File: config.mk
export PLATFORM = sky130hd
export DESIGN_NAME = udr_setpoint_ramp
export DESIGN_NICKNAME = d
export VERILOG_FILES = /design/src/hdl/udr_pkg.sv /design/src/hdl/udr_div_if.sv /design/src/hdl/udr_setpoint_ramp.sv /design/src/hdl/udr_divider.sv
export SDC_FILE = /design/constraint.sdc
export NUM_CORES = 2
export LEC_CHECK = 0
export BUFFER_PORTS_ARGS = -buffer_cell sky130_fd_sc_hd__buf_4
export CORE_MARGIN = 2
export CORE_UTILIZATION = 35
export CTS_CLUSTER_SIZE = 14
export DETAILED_ROUTE_END_ITERATION = 8
export PLACE_DENSITY_LB_ADDON = 0.3
export SETUP_SLACK_MARGIN = 0.3
export SYNTH_ARGS = -nofsm -noshare
export SYNTH_HDL_FRONTEND = slang
export SYNTH_SLANG_ARGS = --single-unit
File: constraint.sdc
create_clock -name CLK -period 8.6 [get_ports CLK]
set_clock_uncertainty 0.05 [all_clocks]
set_input_delay 1.72 -clock CLK [delete_from_list [all_inputs] [get_ports CLK]]
set_output_delay 1.72 -clock CLK [all_outputs]
set_load 0.01 [all_outputs]
File: src/hdl/udr_pkg.sv
// constants and types shared by the up/down setpoint ramp
package udr_pkg;
  localparam int CLK_PERIOD_NS = 5;
  localparam int TICK_PERIOD_NS = 1_000_000;
  localparam int TICK_CYCLES_DEF = TICK_PERIOD_NS / CLK_PERIOD_NS;
  localparam int TICKS_PER_S = 1_000_000_000 / TICK_PERIOD_NS;
  localparam int VAL_W = 16;
  localparam int ACC_W = 32;
  localparam int Q_FRAC = 16;
  localparam int SET_W = 11;
  localparam int TIME_W = 13;
  localparam int SEL_W = 3;
  localparam int TGT_W = 6;
  localparam int NPIN = 4;
  localparam int PIN_UP = 0;
  localparam int PIN_DOWN = 1;
  localparam int PIN_DEACT = 2;
  localparam int PIN_MAINS = 3;
  localparam logic [VAL_W-1:0] FRAC_ZERO = 16'h0000;
  localparam logic [ACC_W-1:0] FULL_Q = 32'h4000_0000;
  localparam logic signed [ACC_W-1:0] PERMIL_Q = 32'h0010_624E;
  localparam logic signed [VAL_W-1:0] STD_MAX = 16'h4000;
  localparam logic signed [VAL_W-1:0] STD_MIN = 16'hC000;
  localparam logic signed [VAL_W-1:0] WIDE_MAX = 16'h7FFF;
  localparam logic signed [VAL_W-1:0] WIDE_MIN = 16'h8001;
  localparam logic [TIME_W-1:0] TIME_MIN = 13'h0001;
  localparam logic [TIME_W-1:0] TIME_MAX = 13'h1388;
  localparam logic [TGT_W-1:0] TGT_MAIN_SP = 6'h01;
  localparam logic [TGT_W-1:0] TGT_FIELD_CUR = 6'h05;
  localparam logic [TGT_W-1:0] TGT_WIDE_LO = 6'h0A;
  localparam logic [TGT_W-1:0] TGT_WIDE_HI = 6'h0D;
  typedef enum logic [SEL_W-1:0] {
    DEACT_HOLD,
    DEACT_RAMP_ZERO,
    DEACT_RAMP_LOW,
    DEACT_JUMP_ZERO,
    DEACT_JUMP_LOW,
    DEACT_RAMP_HIGH
  } udr_deact_t;
  typedef enum logic [1:0] {ST_INIT, ST_ACTIVE, ST_DEACT} udr_state_t;
endpackage

File: src/hdl/udr_div_if.sv
// request and answer of the step-size divider
`timescale 1ns/1ps
interface udr_div_if #(
  parameter int W = 32
);
  logic [W-1:0] dividend;
  logic [W-1:0] divisor;
  logic [W-1:0] quotient;
  logic done;
  modport req (output dividend, output divisor, input quotient, input done);
  modport srv (input dividend, input divisor, output quotient, output done);
endinterface

File: src/hdl/udr_setpoint_ramp.sv
// up/down key setpoint ramp with limits, save and routing
// What this block does
// - up key ramps output to upper limit
// - down key ramps output to lower limit
// - no key active: output held
// - rise uses rise time, fall uses fall time
// - third terminal activates or deactivates function
// - activation loads input, ramps into limits
// - deactivation action follows selector codes 0..5
// - inhibit, fault_shutdown, quick stop leave ramp alone
// - standard targets get -16384..+16384
// - scaling, gearbox, trim targets get -32767..+32767
// - routed target refuses direct writes
// - field-current target assignment is refused
// - main setpoint yields to stop, ramp, inching, direction
// - mains off saves output to nonvolatile store
// - power-up starts from saved or lower limit
// - hold-and-save reassignable to free analog input
// - limits span +-100.0% in 0.1% steps
// - times 1..5000 s per full-scale change
`timescale 1ns/1ps
module udr_setpoint_ramp #(
  parameter int TICK_CYCLES = udr_pkg::TICK_CYCLES_DEF
) (
  input wire logic CLK,
  input wire logic RESETN,
  input wire logic UP_TERMINAL,
  input wire logic DOWN_TERMINAL,
  input wire logic DEACTIVATE_TERMINAL,
  input wire logic MAINS_OFF,
  input wire logic signed [udr_pkg::SET_W-1:0] UPPER_LIMIT_SETTING,
  input wire logic signed [udr_pkg::SET_W-1:0] LOWER_LIMIT_SETTING,
  input wire logic [udr_pkg::TIME_W-1:0] RISE_TIME_SETTING,
  input wire logic [udr_pkg::TIME_W-1:0] FALL_TIME_SETTING,
  input wire logic [udr_pkg::SEL_W-1:0] DEACTIVATION_ACTION_SELECT,
  input wire logic POWER_UP_INIT_SELECT,
  input wire logic SH_REASSIGN,
  input wire logic signed [udr_pkg::VAL_W-1:0] SIGNAL_INPUT,
  input wire logic signed [udr_pkg::VAL_W-1:0] FREE_ANALOG_INPUT,
  input wire logic signed [udr_pkg::VAL_W-1:0] SAVED_VALUE,
  input wire logic ASSIGN_STROBE,
  input wire logic UNASSIGN_STROBE,
  input wire logic [udr_pkg::TGT_W-1:0] SIGNAL_TARGET_ASSIGN,
  input wire logic QUICK_STOP,
  input wire logic RAMP_GENERATOR_ACTIVE,
  input wire logic INCHING_ENABLE,
  input wire logic DIRECTION_CHANGEOVER,
  output logic signed [udr_pkg::VAL_W-1:0] VALUE_STD,
  output logic signed [udr_pkg::VAL_W-1:0] VALUE_WIDE,
  output logic signed [udr_pkg::VAL_W-1:0] ROUTE_VALUE,
  output logic ROUTE_VALID,
  output logic ROUTE_REFUSED,
  output logic DIRECT_WRITE_LOCK,
  output logic MAIN_SETPOINT_YIELD,
  output logic LIMIT_ERROR,
  output logic FUNCTION_ACTIVE,
  output logic signed [udr_pkg::VAL_W-1:0] SAVE_VALUE,
  output logic SAVE_STROBE
);
  localparam int AW = udr_pkg::ACC_W;
  localparam int VW = udr_pkg::VAL_W;
  localparam int NP = udr_pkg::NPIN;

  typedef struct packed {
    logic [NP-1:0][2:0] sy;
    logic [NP-1:0] lv;
    logic mains_d;
    udr_pkg::udr_state_t state;
    logic active;
    logic [31:0] tick_cnt;
    logic signed [AW-1:0] acc;
    logic [AW-1:0] rise_step;
    logic [AW-1:0] fall_step;
    logic signed [VW-1:0] sh;
    logic signed [VW-1:0] out_std;
    logic signed [VW-1:0] out_wide;
    logic signed [VW-1:0] route_val;
    logic route_valid;
    logic refused;
    logic assigned;
    logic [udr_pkg::TGT_W-1:0] target;
    logic yield;
    logic lim_err;
    logic signed [VW-1:0] save_val;
    logic save_stb;
  } udr_ramp_state_t;

  udr_ramp_state_t st_reg;
  udr_ramp_state_t st_next;

  udr_div_if #(.W(AW)) rise_if ();
  udr_div_if #(.W(AW)) fall_if ();

  logic [NP-1:0] pins;
  logic [udr_pkg::TIME_W-1:0] t_rise;
  logic [udr_pkg::TIME_W-1:0] t_fall;
  logic signed [AW-1:0] up_q;
  logic signed [AW-1:0] lo_q;
  logic signed [AW-1:0] src_q;
  logic lim_bad;
  logic tick;
  logic wide;
  logic prio;

  function automatic logic [udr_pkg::TIME_W-1:0] tclamp(
    input logic [udr_pkg::TIME_W-1:0] t
  );
    if (t < udr_pkg::TIME_MIN) begin
      return udr_pkg::TIME_MIN;
    end
    if (t > udr_pkg::TIME_MAX) begin
      return udr_pkg::TIME_MAX;
    end
    return t;
  endfunction

  // 33-bit sum so a large step near full scale cannot wrap
  function automatic logic signed [AW-1:0] ramp_to(
    input logic signed [AW-1:0] a,
    input logic signed [AW-1:0] t,
    input logic [AW-1:0] rs,
    input logic [AW-1:0] fs
  );
    logic signed [AW:0] s;
    s = '0;
    if (a < t) begin
      s = (AW+1)'(a) + $signed({1'b0, rs});
      if (s > (AW+1)'(t)) begin
        return t;
      end
      return s[AW-1:0];
    end
    if (a > t) begin
      s = (AW+1)'(a) - $signed({1'b0, fs});
      if (s < (AW+1)'(t)) begin
        return t;
      end
      return s[AW-1:0];
    end
    return a;
  endfunction

  function automatic logic signed [VW-1:0] clamp(
    input logic signed [AW-1:0] v,
    input logic signed [VW-1:0] lo,
    input logic signed [VW-1:0] hi
  );
    if (v > hi) begin
      return hi;
    end
    if (v < lo) begin
      return lo;
    end
    return v[VW-1:0];
  endfunction

  assign pins[udr_pkg::PIN_UP] = UP_TERMINAL;
  assign pins[udr_pkg::PIN_DOWN] = DOWN_TERMINAL;
  assign pins[udr_pkg::PIN_DEACT] = DEACTIVATE_TERMINAL;
  assign pins[udr_pkg::PIN_MAINS] = MAINS_OFF;

  // settings are range-checked here; out-of-range times are clamped
  assign t_rise = tclamp(RISE_TIME_SETTING);
  assign t_fall = tclamp(FALL_TIME_SETTING);
  assign up_q = UPPER_LIMIT_SETTING * udr_pkg::PERMIL_Q;
  assign lo_q = LOWER_LIMIT_SETTING * udr_pkg::PERMIL_Q;
  assign lim_bad = (up_q <= lo_q);

  // step = full scale / (time in ticks), refreshed continuously
  assign rise_if.dividend = udr_pkg::FULL_Q;
  assign rise_if.divisor = AW'(t_rise) * AW'(udr_pkg::TICKS_PER_S);
  assign fall_if.dividend = udr_pkg::FULL_Q;
  assign fall_if.divisor = AW'(t_fall) * AW'(udr_pkg::TICKS_PER_S);

  udr_divider #(.W(AW)) u_rise_div (
    .clk(CLK),
    .rst_n(RESETN),
    .div(rise_if)
  );

  udr_divider #(.W(AW)) u_fall_div (
    .clk(CLK),
    .rst_n(RESETN),
    .div(fall_if)
  );

  // held value in save mode replaces the ramp as source
  assign src_q = SH_REASSIGN ? {st_reg.sh, udr_pkg::FRAC_ZERO}
                             : st_reg.acc;

  assign wide = (st_reg.target >= udr_pkg::TGT_WIDE_LO) &&
                (st_reg.target <= udr_pkg::TGT_WIDE_HI);
  assign prio = QUICK_STOP | RAMP_GENERATOR_ACTIVE |
                INCHING_ENABLE | DIRECTION_CHANGEOVER;

  always_comb begin
    st_next = st_reg;
    st_next.save_stb = 1'b0;
    tick = 1'b0;

    // three-stage pin sync; a level counts once stages 2 and 3 agree
    for (int i = 0; i < NP; i++) begin
      st_next.sy[i] = {st_reg.sy[i][1:0], pins[i]};
      if (st_reg.sy[i][1] == st_reg.sy[i][2]) begin
        st_next.lv[i] = st_reg.sy[i][2];
      end
    end

    if (st_reg.tick_cnt == 32'(TICK_CYCLES - 1)) begin
      st_next.tick_cnt = '0;
      tick = 1'b1;
    end else begin
      st_next.tick_cnt = st_reg.tick_cnt + 32'h0000_0001;
    end

    if (rise_if.done) begin
      st_next.rise_step = rise_if.quotient;
    end
    if (fall_if.done) begin
      st_next.fall_step = fall_if.quotient;
    end

    st_next.lim_err = lim_bad;

    // quick stop, inhibit and fault_shutdown are deliberately not looked at here
    unique case (st_reg.state)
      udr_pkg::ST_INIT: begin
        // wait one tick so the pin synchronisers have settled
        if (tick) begin
          if (POWER_UP_INIT_SELECT) begin
            st_next.acc = lo_q;
            st_next.sh = clamp(lo_q >>> udr_pkg::Q_FRAC,
                               udr_pkg::STD_MIN, udr_pkg::STD_MAX);
          end else begin
            st_next.acc = {SAVED_VALUE, udr_pkg::FRAC_ZERO};
            st_next.sh = SAVED_VALUE;
          end
          if (st_reg.lv[udr_pkg::PIN_DEACT]) begin
            st_next.state = udr_pkg::ST_DEACT;
          end else begin
            st_next.state = udr_pkg::ST_ACTIVE;
          end
        end
      end
      udr_pkg::ST_ACTIVE: begin
        if (st_reg.lv[udr_pkg::PIN_DEACT]) begin
          st_next.state = udr_pkg::ST_DEACT;
          case (DEACTIVATION_ACTION_SELECT)
            udr_pkg::DEACT_JUMP_ZERO: st_next.acc = '0;
            udr_pkg::DEACT_JUMP_LOW: st_next.acc = lo_q;
            default: st_next.acc = st_reg.acc;
          endcase
        end else begin
          st_next.sh = FREE_ANALOG_INPUT;
          if (tick && !lim_bad) begin
            if (st_reg.acc > up_q) begin
              st_next.acc = ramp_to(st_reg.acc, up_q, st_reg.rise_step,
                                    st_reg.fall_step);
            end else if (st_reg.acc < lo_q) begin
              st_next.acc = ramp_to(st_reg.acc, lo_q, st_reg.rise_step,
                                    st_reg.fall_step);
            end else if (st_reg.lv[udr_pkg::PIN_UP] &&
                         !st_reg.lv[udr_pkg::PIN_DOWN]) begin
              st_next.acc = ramp_to(st_reg.acc, up_q, st_reg.rise_step,
                                    st_reg.fall_step);
            end else if (st_reg.lv[udr_pkg::PIN_DOWN] &&
                         !st_reg.lv[udr_pkg::PIN_UP]) begin
              st_next.acc = ramp_to(st_reg.acc, lo_q, st_reg.rise_step,
                                    st_reg.fall_step);
            end else begin
              st_next.acc = st_reg.acc;
            end
          end
        end
      end
      udr_pkg::ST_DEACT: begin
        if (!st_reg.lv[udr_pkg::PIN_DEACT]) begin
          st_next.state = udr_pkg::ST_ACTIVE;
          st_next.acc = {SIGNAL_INPUT, udr_pkg::FRAC_ZERO};
        end else if (tick && !lim_bad) begin
          case (DEACTIVATION_ACTION_SELECT)
            udr_pkg::DEACT_RAMP_ZERO: begin
              st_next.acc = ramp_to(st_reg.acc, '0, st_reg.rise_step,
                                    st_reg.fall_step);
            end
            udr_pkg::DEACT_RAMP_LOW: begin
              st_next.acc = ramp_to(st_reg.acc, lo_q, st_reg.rise_step,
                                    st_reg.fall_step);
            end
            udr_pkg::DEACT_RAMP_HIGH: begin
              st_next.acc = ramp_to(st_reg.acc, up_q, st_reg.rise_step,
                                    st_reg.fall_step);
            end
            // hold, and the jumps already taken on the edge
            default: st_next.acc = st_reg.acc;
          endcase
        end
      end
    endcase

    // flag kept as its own flop so the port is not a state decode
    st_next.active = (st_next.state == udr_pkg::ST_ACTIVE);
    st_next.out_std = clamp(src_q >>> udr_pkg::Q_FRAC,
                            udr_pkg::STD_MIN, udr_pkg::STD_MAX);
    st_next.out_wide = clamp(src_q >>> (udr_pkg::Q_FRAC - 1),
                             udr_pkg::WIDE_MIN,
                             udr_pkg::WIDE_MAX);

    // capture on the synchronised edge of the mains-off signal
    st_next.mains_d = st_reg.lv[udr_pkg::PIN_MAINS];
    if (st_reg.lv[udr_pkg::PIN_MAINS] && !st_reg.mains_d) begin
      st_next.save_val = st_reg.out_std;
      st_next.save_stb = 1'b1;
    end

    if (UNASSIGN_STROBE) begin
      st_next.assigned = 1'b0;
      st_next.refused = 1'b0;
    end
    // assign wins when both strobes meet in one cycle
    if (ASSIGN_STROBE) begin
      if (SIGNAL_TARGET_ASSIGN == udr_pkg::TGT_FIELD_CUR) begin
        st_next.refused = 1'b1;
        st_next.assigned = 1'b0;
      end else begin
        st_next.refused = 1'b0;
        st_next.assigned = 1'b1;
        st_next.target = SIGNAL_TARGET_ASSIGN;
      end
    end

    st_next.route_val = wide ? st_reg.out_wide : st_reg.out_std;
    st_next.yield = st_reg.assigned && prio &&
                    (st_reg.target == udr_pkg::TGT_MAIN_SP);
    st_next.route_valid = st_reg.assigned && !st_next.yield;
  end

  always_ff @(posedge CLK or negedge RESETN) begin
    if (!RESETN) begin
      st_reg <= '0;
    end else begin
      st_reg <= st_next;
    end
  end

  assign VALUE_STD = st_reg.out_std;
  assign VALUE_WIDE = st_reg.out_wide;
  assign ROUTE_VALUE = st_reg.route_val;
  assign ROUTE_VALID = st_reg.route_valid;
  assign ROUTE_REFUSED = st_reg.refused;
  assign DIRECT_WRITE_LOCK = st_reg.assigned;
  assign MAIN_SETPOINT_YIELD = st_reg.yield;
  assign LIMIT_ERROR = st_reg.lim_err;
  assign FUNCTION_ACTIVE = st_reg.active;
  assign SAVE_VALUE = st_reg.save_val;
  assign SAVE_STROBE = st_reg.save_stb;
endmodule

File: src/hdl/udr_divider.sv
// free-running restoring divider for the ramp step size
`timescale 1ns/1ps
module udr_divider #(
  parameter int W = 32
) (
  input wire logic clk,
  input wire logic rst_n,
  udr_div_if.srv div
);
  localparam int CW = $clog2(W + 1);

  typedef struct packed {
    logic busy;
    logic [CW-1:0] cnt;
    logic [W-1:0] dsr;
    logic [W-1:0] rem;
    logic [W-1:0] quo;
    logic [W-1:0] res;
    logic done;
  } udr_div_state_t;

  udr_div_state_t st_reg;
  udr_div_state_t st_next;
  logic [W-1:0] trial;

  // one bit per cycle: slow, but a result every W+1 cycles is far
  // quicker than the default processing tick, and it keeps the area small
  always_comb begin
    st_next = st_reg;
    st_next.done = 1'b0;
    trial = {st_reg.rem[W-2:0], st_reg.quo[W-1]};
    if (!st_reg.busy) begin
      st_next.busy = 1'b1;
      st_next.cnt = CW'(W);
      st_next.dsr = div.divisor;
      st_next.rem = '0;
      st_next.quo = div.dividend;
    end else begin
      if (trial >= st_reg.dsr) begin
        st_next.rem = trial - st_reg.dsr;
        st_next.quo = {st_reg.quo[W-2:0], 1'b1};
      end else begin
        st_next.rem = trial;
        st_next.quo = {st_reg.quo[W-2:0], 1'b0};
      end
      st_next.cnt = st_reg.cnt - 1'b1;
      if (st_reg.cnt == CW'(1)) begin
        st_next.busy = 1'b0;
        st_next.done = 1'b1;
        st_next.res = st_next.quo;
      end
    end
  end

  always_ff @(posedge clk or negedge rst_n) begin
    if (!rst_n) begin
      st_reg <= '0;
    end else begin
      st_reg <= st_next;
    end
  end

  assign div.quotient = st_reg.res;
  assign div.done = st_reg.done;
endmodule

# Word level (Yosys, flattened, before mapping)
# Cells that the tools add are included.
dict set report word_totals {
  regBits 486
  out_inout_bits 71
}
dict set report op_classes {
  add_sub_neg 7
  eq_ne 31
  bitwise_logic 4
  reduce_logical 21
  n_mux 282
  multipliers 4
  magnitude_cmp 27
}
# operator n
set ops {}
lappend ops {{32-bit two-way mux} 57}
lappend ops {{16-bit two-way mux} 16}
lappend ops {{63-bit two-way mux} 4}
lappend ops {{32-bit one-hot mux with 3 select lines} 2}
lappend ops {{1-bit two-way mux} 182}
lappend ops {{13-bit two-way mux} 8}
lappend ops {{33-bit by 32-bit greater-than comparator with 1-bit output} 2}
lappend ops {{33-bit by 32-bit < comparator with 1-bit output} 2}
lappend ops {{32-bit by 23-bit >= comparator with 1-bit output} 2}
lappend ops {{32-bit greater-than comparator} 2}
lappend ops {{32-bit < comparator} 2}
lappend ops {{32-bit one-hot mux with 2 select lines} 1}
lappend ops {{11-bit by 21-bit multiplier with 31-bit output, second input constant} 2}
lappend ops {{31-bit by 23-bit subtractor with 31-bit output} 2}
lappend ops {{13-bit by 7-bit multiplier with 20-bit output, second input constant} 2}
lappend ops {{32-bit by 33-bit adder with 33-bit output} 1}
lappend ops {{33-bit by 1-bit greater-than comparator with 1-bit output, second input constant} 1}
lappend ops {{33-bit by 1-bit < comparator with 1-bit output, second input constant} 1}
lappend ops {{32-bit by 33-bit subtractor with 33-bit output} 1}
lappend ops {{32-bit by 1-bit adder with 32-bit output, second input constant} 1}
lappend ops {{32-bit by 18-bit equality test with 1-bit output, second input constant} 1}
lappend ops {{16-bit greater-than comparator, second input constant} 2}
lappend ops {{32-bit by 1-bit greater-than comparator with 1-bit output, second input constant} 1}
lappend ops {{32-bit <= comparator} 1}
lappend ops {{other kinds (39)} 80}

# Depth between registers and ports, before layout
dict set report logic_depth {
  depth_word 28
  depth_mapped 39
}

# Hierarchy
# From an unflattened synthesis, not the netlist that was laid out.
dict set report hier_totals {
  cells_unflattened 5385
  area_unflattened_um2 49173.4
}
# module area_each_um2 cells_per_inst instances
set modules_own_cells {}
lappend modules_own_cells {udr_setpoint_ramp 34780.9 4043 1}
lappend modules_own_cells {{udr_divider (u_rise_div)} 7201.9 679 1}
lappend modules_own_cells {{udr_divider (u_fall_div)} 7190.6 663 1}

# Worst setup path after synthesis
# OpenSTA, ideal clock, no wires.
dict set report synth_timing {
  path_type {in2reg}
  start {in LOWER_LIMIT_SETTING[8] (netlist bit)}
  end {reg st_reg[157] (netlist bit)}
  setup_time_ps 133
  t_arrival_ps 9151
  path_stages 36
  path_buffers 1
  slack_ps -734
  cell_sequence {inv_1 > ha_1 > ha_1 > inv_1 > fa_1 > inv_1 > fa_1 > fa_1 > ha_1 > and3_1 > o211a_1 > o21ai_0 > a21oi_1 > o21ai_0 > nand2_1 > a21o_1 > a21oi_1 > xnor2_1 > inv_1 > ha_1 > nand4_1 > or2_2 > nor4_1 > o21ai_0 > a21oi_1 > nor4_1 > a211oi_1 > o31ai_1 > nand2b_1 > mux2i_1 > o21a_1 > o221a_2 > nand2_1 > buf_2 > nor4_1 > a31oi_1}
}
dict set report synth_between {
  elab_chain_len 23
}
# element line_no
set synth_rtl {}
lappend synth_rtl {{start: declaration} udr_setpoint_ramp.sv:32} ;# input wire logic signed [udr_pkg::SET_W-1:0] LOWER_LIMIT_SETTING,
lappend synth_rtl {{11-bit by 21-bit multiplier with 31-bit output *} udr_setpoint_ramp.sv:166} ;# assign lo_q = LOWER_LIMIT_SETTING * udr_pkg::PERMIL_Q;
lappend synth_rtl {{33-bit by 32-bit < comparator with 1-bit output} udr_setpoint_ramp.sv:135} ;# if (s < (AW+1)'(t)) begin
lappend synth_rtl {{1-bit two-way mux} udr_setpoint_ramp.sv:135}
lappend synth_rtl {{1-bit two-way mux (2 in a row)} udr_setpoint_ramp.sv:133} ;# if (a > t) begin
lappend synth_rtl {{1-bit two-way mux} udr_setpoint_ramp.sv:266} ;# end else if (st_reg.lv[udr_pkg::PIN_DOWN] &&
lappend synth_rtl {{1-bit two-way mux} udr_setpoint_ramp.sv:262} ;# end else if (st_reg.lv[udr_pkg::PIN_UP] &&
lappend synth_rtl {{1-bit two-way mux} udr_setpoint_ramp.sv:259} ;# end else if (st_reg.acc < lo_q) begin
lappend synth_rtl {{1-bit two-way mux} udr_setpoint_ramp.sv:256} ;# if (st_reg.acc > up_q) begin
lappend synth_rtl {{[6 not listed]} n/a}
lappend synth_rtl {{32-bit two-way mux} udr_setpoint_ramp.sv:133}
lappend synth_rtl {{32-bit two-way mux} udr_setpoint_ramp.sv:266}
lappend synth_rtl {{32-bit two-way mux} udr_setpoint_ramp.sv:262}
lappend synth_rtl {{32-bit two-way mux} udr_setpoint_ramp.sv:259}
lappend synth_rtl {{32-bit two-way mux} udr_setpoint_ramp.sv:256}
lappend synth_rtl {{32-bit two-way mux} udr_setpoint_ramp.sv:255} ;# if (tick && !lim_bad) begin
lappend synth_rtl {{32-bit two-way mux} udr_setpoint_ramp.sv:246} ;# if (st_reg.lv[udr_pkg::PIN_DEACT]) begin
lappend synth_rtl {{32-bit one-hot mux with 3 select lines} udr_setpoint_ramp.sv:226} ;# unique case (st_reg.state)
lappend synth_rtl {{end signal: assignment} udr_setpoint_ramp.sv:342} ;# st_reg <= st_next;
lappend synth_rtl {{end: declaration} udr_setpoint_ramp.sv:88} ;# udr_ramp_state_t st_reg;
# Mark *: on every way between the ends. The rest lies on a longest branch, timed or not. The select of a mux whose other input is x is not followed.
# A chain may end at the register's enable or synchronous reset.

# Worst setup path in the final report
dict set report layout_timing {
  start {in LOWER_LIMIT_SETTING[8] (netlist bit)}
  end {reg st_reg[159] (netlist bit)}
}
# Same word-level chain as after synthesis.

==> out/results.ini <==
[min_path]
hold_start=st_next[238]
whs_endpoint=st_next[239]
min_path_cells=0
hold_path.class=reg2reg

[timing]
slew_headroom_pct=-5.41
grt_setup_unrepaired=yes
period_needed_ns=8.97
worst_pin_slew_ns=1.58
max_freq_mhz=111
slew_viol_final=15
setup_ws_ns=-0.372
fin_crit_sh_pct=104
hold_violations=0
finalSetupViolations=32

[layout]
seqCellArea_um2=12200
drive_gt1_share_pct=27.2
area_growth_pct=28.7
largest_register_ffs=160
nets=6601
stdcell_count=7424
fin_util_pct=45.4
multi_input_area_um2=32300
n_fill_cell=12278

[critical_path]
r2r-end=st_reg[169]
r2r-start=st_reg[156]
cpMaxStageDelayCell=or4_1
cp_max_fo=5
slowest_delay_ns=0.59
critPathLaunchType=input port
crit_type=in2reg
arrival_ns=9.47
crit_top_cell=ha_4
endpoint_kind=flip-flop
cp.required_ns=9.10
reg2reg_slack_ns=0.86
r2r_cells=25

[pwr]
max-vdd-ir-drop_v=0.000171
clkPwrFrac_pct=14.6
p_comb_share_pct=69.8
switching_share_pct=45.4
leakage_nw=27.4
powerDensity_nw_per_um2=307
p_int_mw=9.75
switchingPower_mw=8.10
finalPower_mw=17.9
power_frac_seq_pct=15.6

[synth]
seq_area_frac_synth_pct=26.9
ys_warn_count=0
synth_nets=5839
synthFlopType=dfrtp_1
synth_edf_count=0
synth_cells=4949
synth_area_um2=45200
ys_seq_elements=486
synth.distinct_cells=106
synth.avg_cell_area_um2=9.12
async_flop_share_pct=100

[grt]
grt_antenna_before_repair=2
grt_pass1_wl_um=251000
grt_remaining_overflow=0
grt-busiest-layer=met2
use_met2_pct=38.6
grt_pass1_vias=40142
grtUsageMet1_pct=32.5
gr-usage-met3_pct=5.13
grt_usage_pct=24.9
grt_start_max_net_pins=170

[status]
violations=max-capacitance violations, max-slew violations, negative setup slack
status=finished, violations left

[die]
rows=131
die_y_um=363
die_x_um=363
start_util_pct=35.3
ios=190
fp.coreArea_um2=128000
die_area_um2=132000

[clock_tree]
cts_tree=done
clock_sinks=486
path_clk_slew_ns=0.07
worst_skew_pair.late_latency_ns=0.67
clock_path_buffers=3
cts_hold_buf=0
numCtsBuffers=56
root_buffer=clkbuf_16
htree_levels=2

[route]
vias=41073
drt_iter0_markers=3469
wl_per_cell_um=22.8
vias_per_cell=5.53
ant_nets=0
drc_errors=0
wirelength_um=169000
first_pass_iters=6

[placed_design]
place_hpwl_um=131000
dp.cells=7197
io_buffers=189
gp_congestion=1.08

[run]
drv_cap=2

-- through the flow --
step / setup TNS, ns / setup WS, ns / hold slack [ns] / instance area [um2]
floorplan: -2.70 / -0.211 / 0.281 / 45700
global placement: -39.73 / -1.34 / 0.286 / 52900
detailed placement: -43.41 / -1.45 / 0.285 / 52900
CTS: -6.84 / -0.286 / 0.305 / 56700
global route: -14.90 / -0.618 / 0.322 / 58100
finish: -7.85 / -0.372 / 0.302 / 58100
-- critical path: cells and delay by family --
family | cells | cell delay, ns
xor+xnor | 1 | 0.19
fa+ha+maj | 9 | 2.80
simple gates | 6 | 1.50
compound gates | 12 | 1.91
mux | 1 | 0.17
buf+inv | 11 | 1.16
-- what timing repair did --
item | in CTS | in global routing
setup buffers | 69 | 44
cloned | 3 | 2
gates resized for setup | 216 | 199
pin swaps | 123 | 140
endpoints found under the setup margin | 32 | 32
endpoints found under the hold margin | 0 | 0
-- cell usage in the layout, fill, tap and decap left out, drive strengths merged, types with 119 or more instances in the layout --
cell type	synthesis	final
fa	164	164
buf	108	939
mux2	161	161
inv	442	448
ha	607	607
and2	119	119
a21oi	325	325
nand2	361	361
o21ai	284	284
dfrtp	486	486
nor2	342	342
xnor2	152	152
-- synthesized netlist by cell type (all sizes together) (48+ instances only) --
cell,instances,area [um2]
nand2,361,1360
nand4,59,369
dfrtp,486,12200
ha,607,7590
nor3,85,445
mux2,161,1810
nand3,74,375
mux2i,100,1000
inv,442,1660
nand2b,52,325
buf,108,726
nor2b,64,408
nor2,342,1280
o21ai,284,1430
and2,119,744
a211oi,56,430
a21oi,325,1640
fa,164,3280
clkbuf,130,489
o211ai,48,360
xor2,70,628
a21o,101,766
xnor2,152,1340
-- cell families after synthesis --
| logic type | count (synthesis) | synth area share [%] |
|---|---|---|
| AOI/OAI and AO/OA | 1220 | 17.7 |
| xor gates and xnor gates | 225 | 4.51 |
| adders and majority gates | 778 | 24.2 |
| buffers and inverters | 680 | 6.36 |
| DFF | 486 | 26.9 |
| muxes | 261 | 6.23 |
| and+or+nand+nor | 1299 | 14.0 |
-- power groups by stage --
stage	Sequential, mW	Clock [mW]	Combinational (mW)
floorplan	2.78	0	6.58
CTS	2.79	2.68	11.8
global route	2.83	2.77	13.5
detailed placement	2.83	0	11.2
global placement	2.82	0	11.1
finish	2.79	2.61	12.5
-- routing by layer --
metal | part of all wire [%] | vias up
met2 | 43 | 1730
met3 | 8.6 | 512
met4 | 6.6 | 2
li1 | - | 19046
met1 | 42 | 19783
met5 | 0.031 | -
-- worst max-delay path by stage --
stage / startpoint / end / slack, ns / cells after the start
after floorplan: UPPER_LIMIT_SETTING[10] / st_reg[187] / -0.21 / 34
after global placement: UPPER_LIMIT_SETTING[9] / st_reg[169] / -1.34 / 36
after detailed placement: UPPER_LIMIT_SETTING[9] / st_reg[177] / -1.45 / 34
after CTS: LOWER_LIMIT_SETTING[8] / st_reg[175] / -0.29 / 40
after global routing: LOWER_LIMIT_SETTING[8] / st_reg[159] / -0.62 / 40
final: LOWER_LIMIT_SETTING[8] / st_reg[159] / -0.37 / 40
-- final cells by class --
cell class	instances	share of cell area, %
clock buffers	76	2.80
multi-input cells	3784	55.6
flip-flops and latches	486	20.9
diodes	4	0.0172
inverters	442	2.89
clock inverters	29	0.678
well taps	1662	3.58
repair buffers	941	13.5
Note: power is estimated with default switching activity, not from simulation.
